===== src/logic/sensor_pkg.sv =====
package sensor_pkg;
	// ****************************************************************
	// Timing
	// ****************************************************************
	localparam int CLK_HZ = 50_000_000;
	localparam int CONV_PERIOD_MS = 500;
	localparam int CONV_CYC = CLK_HZ / 1000 * CONV_PERIOD_MS;
	localparam int TIMEOUT_MS = 25;
	localparam int TIMEOUT_CYC = CLK_HZ / 1000 * TIMEOUT_MS;

	// ****************************************************************
	// Pointer values, fields and reset values
	// ****************************************************************
	localparam logic [7:0] PTR_TEMP = 8'h00;
	localparam logic [7:0] PTR_CFG = 8'h01;
	localparam logic [7:0] PTR_HYST = 8'h02;
	localparam logic [7:0] PTR_LOW = 8'h03;
	localparam logic [7:0] PTR_HIGH = 8'h04;
	localparam logic [7:0] PTR_RST = 8'h00;
	localparam int CFG_SHDN = 0;
	localparam int CFG_FQ = 3;
	localparam int CFG_TODIS = 7;
	localparam logic [7:0] CFG_RST = 8'h00;
	localparam logic [15:0] HIGH_RST = 16'h2800;
	localparam logic [15:0] LOW_RST = 16'h0500;
	localparam logic [15:0] HYST_RST = 16'h2580;
	localparam logic [12:0] TEMP_RST = 13'h0000;
	localparam int TEMP_LSB = 3;
	localparam int STAT_HIGH = 1;
	localparam int STAT_LOW = 0;

	// ****************************************************************
	// Types
	// ****************************************************************
	typedef enum {ST_IDLE, ST_RX, ST_ACKO, ST_TX, ST_ACKI} link_state_t;
	typedef struct packed {
		logic rise;
		logic fall;
		logic start;
		logic stop;
	} bus_evt_t;
endpackage : sensor_pkg


===== src/logic/smbus_temp_sensor_regs.sv =====
`timescale 1ns/1ps
`default_nettype none
// How it works
// - Convert periodically, newest result always readable
// - Slave only; byte and word reads, writes
// - Strap pins form low address bits
// - Two straps give four addresses
// - Three straps give eight addresses
// - Four straps give sixteen addresses
// - First written byte sets pointer; pointer selects
// - Temperature 16 bits, read only, low unused
// - Two's complement, 0.0625 C per step
// - Configuration is 8 bits, read and write
// - Config: timeout disable, fault queue, shutdown
// - Limit variant adds high, low, hysteresis
// - Limit variant: two low status bits
// - Data line only pulled low, also received
// - Alarm and overheat are open-drain outputs
module smbus_temp_sensor_regs #(
	parameter int NUM_STRAPS = 3,
	parameter logic [6:0] ADDR_FIXED = 7'h40,
	parameter int CONV_CYCLES = sensor_pkg::CONV_CYC,
	parameter int TIMEOUT_CYCLES = sensor_pkg::TIMEOUT_CYC
) (
	input wire logic i_clock,
	input wire logic i_reset,
	input wire logic i_scl,
	input wire logic i_sda,
	input wire logic i_addr_strap_bit0,
	input wire logic i_addr_strap_bit1,
	input wire logic i_addr_strap_bit2,
	input wire logic i_addr_strap_bit3,
	input wire logic [12:0] i_die_temp,
	output logic o_sda,
	output logic o_sda_oe,
	output logic o_alarm,
	output logic o_alarm_oe,
	output logic o_overheat_shutdown_out,
	output logic o_overheat_shutdown_out_oe
);
	// ****************************************************************
	// Parameters and checks
	// ****************************************************************
	localparam bit HAS_LIMITS = (NUM_STRAPS == 3);
	localparam int CW = $clog2(CONV_CYCLES + 1);
	localparam int TW = $clog2(TIMEOUT_CYCLES + 1);
	localparam logic [6:0] STRAP_MASK = 7'((1 << NUM_STRAPS) - 1);

	generate
		if (NUM_STRAPS < 2 || NUM_STRAPS > 4) begin : g_bad_straps
			$error("NUM_STRAPS must be 2, 3 or 4");
		end
		if (CONV_CYCLES < 2 || TIMEOUT_CYCLES < 2) begin : g_bad_counts
			$error("cycle counts must be at least 2");
		end
	endgenerate

	// ****************************************************************
	// Pin synchronisers
	// ****************************************************************
	logic scl_s1_r, scl_s2_r, scl_d_r;
	logic sda_s1_r, sda_s2_r, sda_d_r;
	logic [3:0] strap_s1_r, strap_s2_r;
	sensor_pkg::bus_evt_t evt;
	logic [6:0] my_addr;

	// Idle bus is high, so reset high to avoid a false start
	always_ff @(posedge i_clock) begin
		if (i_reset) begin
			scl_s1_r <= 1'b1;
			scl_s2_r <= 1'b1;
			scl_d_r <= 1'b1;
			sda_s1_r <= 1'b1;
			sda_s2_r <= 1'b1;
			sda_d_r <= 1'b1;
		end else begin
			scl_s1_r <= i_scl;
			scl_s2_r <= scl_s1_r;
			scl_d_r <= scl_s2_r;
			sda_s1_r <= i_sda;
			sda_s2_r <= sda_s1_r;
			sda_d_r <= sda_s2_r;
		end
	end

	// Straps are static, so they are simply tracked after reset
	always_ff @(posedge i_clock) begin
		if (i_reset) begin
			strap_s1_r <= 4'h0;
			strap_s2_r <= 4'h0;
		end else begin
			strap_s1_r <= {i_addr_strap_bit3, i_addr_strap_bit2,
				i_addr_strap_bit1, i_addr_strap_bit0};
			strap_s2_r <= strap_s1_r;
		end
	end

	// Only the straps the variant has reach the address
	assign my_addr = (ADDR_FIXED & ~STRAP_MASK)
		| ({3'h0, strap_s2_r} & STRAP_MASK);

	// Bus events from the second stage and its delayed copy
	assign evt.rise = scl_s2_r & ~scl_d_r;
	assign evt.fall = ~scl_s2_r & scl_d_r;
	assign evt.start = scl_s2_r & scl_d_r & sda_d_r & ~sda_s2_r;
	assign evt.stop = scl_s2_r & scl_d_r & ~sda_d_r & sda_s2_r;

	// ****************************************************************
	// Serial slave engine
	// ****************************************************************
	sensor_pkg::link_state_t state_r;
	logic [3:0] bit_cnt_r;
	logic [7:0] shift_r, tx_r, ptr_r, cfg_r, msb_hold_r;
	logic [1:0] byte_no_r;
	logic rw_r, sda_oe_r, byte_done, addr_hit, tmo_hit;
	logic ptr_wr, data_wr1, data_wr2;
	logic [15:0] rd_word, high_r, low_r, hyst_r;
	logic [7:0] rd_byte;
	logic [TW-1:0] tmo_cnt_r;
	logic [12:0] temp_r;
	logic stat_high, stat_low;

	assign byte_done = evt.fall && state_r == sensor_pkg::ST_RX
		&& bit_cnt_r == 4'h8;
	assign addr_hit = byte_done && byte_no_r == 2'h0
		&& shift_r[7:1] == my_addr;
	// Write strobes only after a write address
	assign ptr_wr = byte_done && !rw_r && byte_no_r == 2'h1;
	assign data_wr1 = byte_done && !rw_r && byte_no_r == 2'h2;
	assign data_wr2 = byte_done && !rw_r && byte_no_r == 2'h3;

	// Read mux; the low byte is sent only after the high byte
	always_comb begin
		case (ptr_r)
			sensor_pkg::PTR_TEMP: rd_word = HAS_LIMITS
				? {temp_r, 1'b0, stat_high, stat_low}
				: {temp_r, 3'h0};
			sensor_pkg::PTR_HYST: rd_word = HAS_LIMITS ? hyst_r : 16'h0000;
			sensor_pkg::PTR_LOW: rd_word = HAS_LIMITS ? low_r : 16'h0000;
			sensor_pkg::PTR_HIGH: rd_word = HAS_LIMITS ? high_r : 16'h0000;
			default: rd_word = 16'h0000;
		endcase
		if (ptr_r == sensor_pkg::PTR_CFG) begin
			rd_byte = cfg_r;
		end else if (state_r == sensor_pkg::ST_ACKO) begin
			rd_byte = rd_word[15:8];
		end else begin
			rd_byte = rd_word[7:0];
		end
	end

	// Byte framing, acknowledge and transmit; never a bus master
	always_ff @(posedge i_clock) begin
		if (i_reset) begin
			state_r <= sensor_pkg::ST_IDLE;
			bit_cnt_r <= 4'h0;
			shift_r <= 8'h00;
			tx_r <= 8'h00;
			byte_no_r <= 2'h0;
			rw_r <= 1'b0;
			sda_oe_r <= 1'b0;
		end else if (evt.start) begin
			state_r <= sensor_pkg::ST_RX;
			bit_cnt_r <= 4'h0;
			byte_no_r <= 2'h0;
			sda_oe_r <= 1'b0;
		end else if (evt.stop || tmo_hit) begin
			state_r <= sensor_pkg::ST_IDLE;
			sda_oe_r <= 1'b0;
		end else begin
			case (state_r)
				sensor_pkg::ST_RX: begin
					if (evt.rise) begin
						shift_r <= {shift_r[6:0], sda_s2_r};
						bit_cnt_r <= bit_cnt_r + 4'h1;
					end else if (byte_done) begin
						bit_cnt_r <= 4'h0;
						if (byte_no_r != 2'h3) begin
							byte_no_r <= byte_no_r + 2'h1;
						end
						if (byte_no_r != 2'h0 || addr_hit) begin
							sda_oe_r <= 1'b1; // ACK
							state_r <= sensor_pkg::ST_ACKO;
						end else begin
							state_r <= sensor_pkg::ST_IDLE;
						end
						if (byte_no_r == 2'h0) begin
							rw_r <= shift_r[0];
						end
					end
				end
				sensor_pkg::ST_ACKO: begin
					if (evt.fall && rw_r) begin
						tx_r <= rd_byte;
						sda_oe_r <= ~rd_byte[7];
						bit_cnt_r <= 4'h0;
						state_r <= sensor_pkg::ST_TX;
					end else if (evt.fall) begin
						sda_oe_r <= 1'b0;
						state_r <= sensor_pkg::ST_RX;
					end
				end
				sensor_pkg::ST_TX: begin
					if (evt.fall && bit_cnt_r == 4'h7) begin
						sda_oe_r <= 1'b0;
						state_r <= sensor_pkg::ST_ACKI;
					end else if (evt.fall) begin
						tx_r <= {tx_r[6:0], 1'b0};
						sda_oe_r <= ~tx_r[6];
						bit_cnt_r <= bit_cnt_r + 4'h1;
					end
				end
				sensor_pkg::ST_ACKI: begin
					if (evt.rise && sda_s2_r) begin
						state_r <= sensor_pkg::ST_IDLE; // Master NACK
					end else if (evt.fall) begin
						tx_r <= rd_byte;
						sda_oe_r <= ~rd_byte[7];
						bit_cnt_r <= 4'h0;
						state_r <= sensor_pkg::ST_TX;
					end
				end
				default: state_r <= sensor_pkg::ST_IDLE;
			endcase
		end
	end

	// Stuck-low clock frees the bus unless timeout is disabled
	always_ff @(posedge i_clock) begin
		if (i_reset || state_r == sensor_pkg::ST_IDLE || scl_s2_r) begin
			tmo_cnt_r <= '0;
		end else if (!tmo_hit) begin
			tmo_cnt_r <= tmo_cnt_r + TW'(1);
		end
	end
	assign tmo_hit = tmo_cnt_r == TW'(TIMEOUT_CYCLES - 1)
		&& !cfg_r[sensor_pkg::CFG_TODIS];

	// ****************************************************************
	// Register file
	// ****************************************************************
	// Word writes land only when the low byte arrives
	always_ff @(posedge i_clock) begin
		if (i_reset) begin
			ptr_r <= sensor_pkg::PTR_RST;
			cfg_r <= sensor_pkg::CFG_RST;
			msb_hold_r <= 8'h00;
			high_r <= sensor_pkg::HIGH_RST;
			low_r <= sensor_pkg::LOW_RST;
			hyst_r <= sensor_pkg::HYST_RST;
		end else begin
			if (ptr_wr) begin
				ptr_r <= shift_r;
			end
			if (data_wr1 && ptr_r == sensor_pkg::PTR_CFG) begin
				cfg_r <= shift_r;
			end else if (data_wr1) begin
				msb_hold_r <= shift_r;
			end
			if (data_wr2 && HAS_LIMITS) begin
				case (ptr_r)
					sensor_pkg::PTR_HIGH: high_r <= {msb_hold_r, shift_r};
					sensor_pkg::PTR_LOW: low_r <= {msb_hold_r, shift_r};
					sensor_pkg::PTR_HYST: hyst_r <= {msb_hold_r, shift_r};
					default: ;
				endcase
			end
		end
	end

	// ****************************************************************
	// Conversion and limits
	// ****************************************************************
	logic [CW-1:0] conv_cnt_r;
	logic conv_tick, conv_done_r, over_prev_r, alarm_r, overheat_r;
	logic over_high, under_hyst;

	// Counter parks in shutdown so waking restarts a full period
	always_ff @(posedge i_clock) begin
		if (i_reset || conv_tick || cfg_r[sensor_pkg::CFG_SHDN]) begin
			conv_cnt_r <= '0;
		end else begin
			conv_cnt_r <= conv_cnt_r + CW'(1);
		end
	end
	assign conv_tick = conv_cnt_r == CW'(CONV_CYCLES - 1);

	// Newest signed result, 0.0625 C per step
	always_ff @(posedge i_clock) begin
		if (i_reset) begin
			temp_r <= sensor_pkg::TEMP_RST;
			conv_done_r <= 1'b0;
		end else begin
			conv_done_r <= conv_tick;
			if (conv_tick) begin
				temp_r <= i_die_temp;
			end
		end
	end

	assign over_high = $signed(temp_r)
		>= $signed(high_r[15:sensor_pkg::TEMP_LSB]);
	assign under_hyst = $signed(temp_r)
		< $signed(hyst_r[15:sensor_pkg::TEMP_LSB]);
	assign stat_high = over_high;
	assign stat_low = $signed(temp_r)
		< $signed(low_r[15:sensor_pkg::TEMP_LSB]);

	// Fault queue needs two hot results in a row before alarming
	always_ff @(posedge i_clock) begin
		if (i_reset) begin
			over_prev_r <= 1'b0;
			alarm_r <= 1'b0;
			overheat_r <= 1'b0;
		end else if (conv_done_r) begin
			over_prev_r <= over_high;
			overheat_r <= over_high;
			if (over_high && (over_prev_r || !cfg_r[sensor_pkg::CFG_FQ])) begin
				alarm_r <= 1'b1;
			end else if (under_hyst) begin
				alarm_r <= 1'b0;
			end
		end
	end

	// Open-drain pins: level is always low, enable pulls
	assign o_sda = 1'b0;
	assign o_sda_oe = sda_oe_r;
	assign o_alarm = 1'b0;
	assign o_alarm_oe = alarm_r;
	assign o_overheat_shutdown_out = 1'b0;
	assign o_overheat_shutdown_out_oe = overheat_r;
endmodule : smbus_temp_sensor_regs
`default_nettype wire


===== config.mk =====
export PLATFORM = sky130hd
export DESIGN_NAME = smbus_temp_sensor_regs
export DESIGN_NICKNAME = d
export VERILOG_FILES = /design/src/logic/sensor_pkg.sv /design/src/logic/smbus_temp_sensor_regs.sv
export SDC_FILE = /design/constraint.sdc
export NUM_CORES = 1
export LEC_CHECK = 0
export BUFFER_PORTS_ARGS = -buffer_cell sky130_fd_sc_hd__buf_2
export CORE_MARGIN = 2
export CORE_UTILIZATION = 61
export DETAILED_ROUTE_END_ITERATION = 6
export GPL_TIMING_DRIVEN = 0
export MAX_ROUTING_LAYER = met4
export PLACE_DENSITY = 0.74
export SYNTH_ARGS = -nofsm -noshare
export SYNTH_HDL_FRONTEND = slang
export SYNTH_SLANG_ARGS = --single-unit

===== constraint.sdc =====
create_clock -name i_clock -period 3.24 [get_ports i_clock]
set_clock_uncertainty 0.2 [all_clocks]
set_input_delay 0.486 -clock i_clock [delete_from_list [all_inputs] [get_ports i_clock]]
set_output_delay 0.486 -clock i_clock [all_outputs]
set_load 0.01 [all_outputs]

==> impl_metrics.json <==
{
  "worst_setup_path_start_kind": "register",
  "synth_ff_type": "dfxtp_1",
  "critPathKind": "register to register",
  "fin_nets": 1140,
  "path_clk_slew_ns": 0.07,
  "holdBufCountCts": 0,
  "reg2reg_from": "temp_r[4]$_SDFFE_PP0P_",
  "clkSinkCount": 172,
  "tightest_slew_ns": 1.03,
  "final_layout_size_suffix_gt1_share_pct": 9.48,
  "cts_resized": 0,
  "top_layer": "met4",
  "async_reset_ff_share_pct": 0,
  "fp.dieH_um": 124,
  "drc": 0,
  "p_total_mw": 4.17,
  "avgSynthCellArea_um2": 8.48,
  "row_count": 43,
  "finalWirelength_um": 22700,
  "grt.total_usage_pct": 31.9,
  "path_depth": 7,
  "layout_setup_ws_ns": 0.229,
  "critPathTopFamily": "compound AO/OA/AOI/OAI gates",
  "max-vdd-ir-drop_mv": 0.390,
  "pre_cts_ws_ns": 0.326,
  "crit_chain": "ha_1 -> and4_1 -> a221oi_1 -> nor3b_1 -> a211oi_1 -> a221o_1 -> a2111oi_2",
  "antenna_cells": 0,
  "ys_top_cells_by_area": "dfxtp_1 (39%), mux2i_1 (6.6%), ha_1 (6.4%)",
  "dp_hpwl_um": 16400,
  "chipWidth_um": 124,
  "layout_min_cycle_time_ns": 3.01,
  "final_area_mm2": 0.00964,
  "drv_cap": 0,
  "yosys_warnings": 0,
  "critPathSlowestCell": "a221oi_1",
  "dpl_cell_area_mm2": 0.00909,
  "core_mm2": 0.0139,
  "met3_length_um": 1740,
  "crit_start": "temp_r[4]$_SDFFE_PP0P_",
  "synth_area_mm2": 0.00874,
  "wl_met1_um": 10400,
  "hold_viol": 0,
  "ys_types": 73,
  "synth_seq_cells": 172,
  "rr_endpoint": "tx_r[1]$_SDFFE_PP0P_",
  "regToRegSetupSlack_ns": 0.23,
  "fmax_ghz": 0.332,
  "rsz0062_at_grt": "false",
  "grt_pass1_wl_um": 36100,
  "whs_ns": 0.0246,
  "numCtsBuffers": 17,
  "fin_util_pct": 69.2,
  "maxSlewViolCount": 0,
  "grt_max_degree": 18,
  "wire_per_inst_um": 17.9,
  "path_buf_inv": 0,
  "grt_pass1_vias": 6955,
  "synthCells": 1031,
  "post-route-period-util_pct": 92.9,
  "htree_levels": 4,
  "viasPerCell": 6.00,
  "finalSetupViolCount": 0,
  "synth_top_area_share_pct": 39.4,
  "port_buffers": 22,
  "p_per_area_mw_per_mm2": 433,
  "max_stage_delay_ns": 0.54,
  "dp.cells": 1235,
  "yosysMostFrequentCell": "dfxtp_1",
  "vias": 7597,
  "hold_depth": 2,
  "synth_edf_count": 0,
  "maxSlewHeadroom_pct": 30.9,
  "required_ns": 3.38,
  "ant_nets": 0,
  "cp_data_arrival_time_ns": 3.15,
  "synth_common_cells": "dfxtp_1 (172), nor2_1 (141), nand2_1 (100), a21oi_1 (61), inv_1 (59)",
  "hold_path_class": "input pin to register",
  "post-cts-setup-buffers": 0,
  "tns_ns": 0,
  "cts_tree": "built",
  "start_util_pct": 62.7,
  "cts_root_buf": "clkbuf_16",
  "endpoint_kind": "register",
  "area_growth_pct": 10.3,
  "drtPass1Iterations": 6,
  "layout.cells.non_filler": 1266,
  "drtIter0Drc": 688,
  "cp-endpoint": "tx_r[1]$_SDFFE_PP0P_",
  "grt_overflow": 0,
  "ff2ff_path_depth": 7,
  "gp_congestion": 0.963,
  "status": "completed",
  "seq_area_frac_synth_pct": 39.4,
  "io_pins": 27,
  "clk_latency_ns": 0.44,
  "antenna_found_initial": 0,
  "synth.largest_area_cell": "dfxtp_1",
  "die_area_mm2": 0.0153,
  "power_leakage_nw": 3.77,
  "ctsLongestPathBuffers": 2,
  "dr_wl_met2_um": 10100,
  "cp_max_fo": 5
}
==> registers in the layout (all words and copies together), names as in the netlist, 2 cells and up <==
name,count
low_r,16
temp_r,13
ptr_r,8
state_r,3
bit_cnt_r,4
hyst_r,16
shift_r,8
conv_cnt_r,25
strap_s2_r,3
cfg_r,8
tmo_cnt_r,21
high_r,16
msb_hold_r,8
tx_r,7
strap_s1_r,3
byte_no_r,2
==> layer usage <==
layer	GRT usage [%]	vias to the layer above
met5	-	-
met4	11.2	0
met3	6.27	38
met2	48.6	294
met1	42.5	3582
li1	-	3683
==> where the power goes <==
part           switching [mW]  internal (mW)  total, mW
Sequential            0.00868           2.12       2.13
Clock                   0.937           1.01       1.95
Combinational          0.0633         0.0306     0.0940
==> area by class of cell <==
type,count,area (um^2)
plain buffers,62,285
clock buffers,17,425
clock inverters,14,130
fillers,1186,4290
inverters,59,221
multi-input cells,740,4800
flip-flops and latches,172,3440
well taps,180,225
repair buffers,22,110
==> cell families (layout without fill, tap and decap cells) <==
logic type | after synthesis | in the layout | synth area share (%)
multiplexers | 59 | 59 | 6.77
other | 1 | 3 | 0.0429
AO/OA/AOI/OAI | 187 | 187 | 14.7
adder cells (fa/ha/maj) | 45 | 45 | 6.44
AND/OR/NAND/NOR | 401 | 401 | 22.4
flip-flops | 172 | 172 | 39.4
XOR/XNOR | 45 | 45 | 4.51
buffers and inverters | 121 | 174 | 5.80
==> worst min path at each step <==
stage	slack [ns]	end	from
after floorplan	0.19	scl_s2_r$_SDFF_PP1_	scl_s1_r$_SDFF_PP1_
final	0.02	scl_s1_r$_SDFF_PP1_	i_scl
after global placement	0.19	sda_s2_r$_SDFF_PP1_	sda_s1_r$_SDFF_PP1_
after CTS	0.01	scl_s1_r$_SDFF_PP1_	i_scl
after global routing	0.02	scl_s1_r$_SDFF_PP1_	i_scl
after detailed placement	0.19	sda_s2_r$_SDFF_PP1_	sda_s1_r$_SDFF_PP1_
==> cells in the final DEF (no fill, tap or decap), drive strengths merged, types with 13 or more instances in the layout <==
cell,n
a211o,14
a21oi,61
a22oi,20
buf,51
clkbuf,50
dfxtp,172
ha,45
inv,67
mux2i,58
nand2,100
nand3,39
nand4,16
nor2,143
nor3,15
o21ai,16
xnor2,13
xor2,32
==> worst register-to-register path, cell delays in order (launching register included) <==
cell and delay (ns):
dfxtp_1 0.49, ha_1 0.31, and4_1 0.25, a221oi_1 0.54, nor3b_1 0.36, a211oi_1 0.10, a221o_1 0.40, a2111oi_2 0.28
Note: power is estimated with default switching activity, not from simulation.
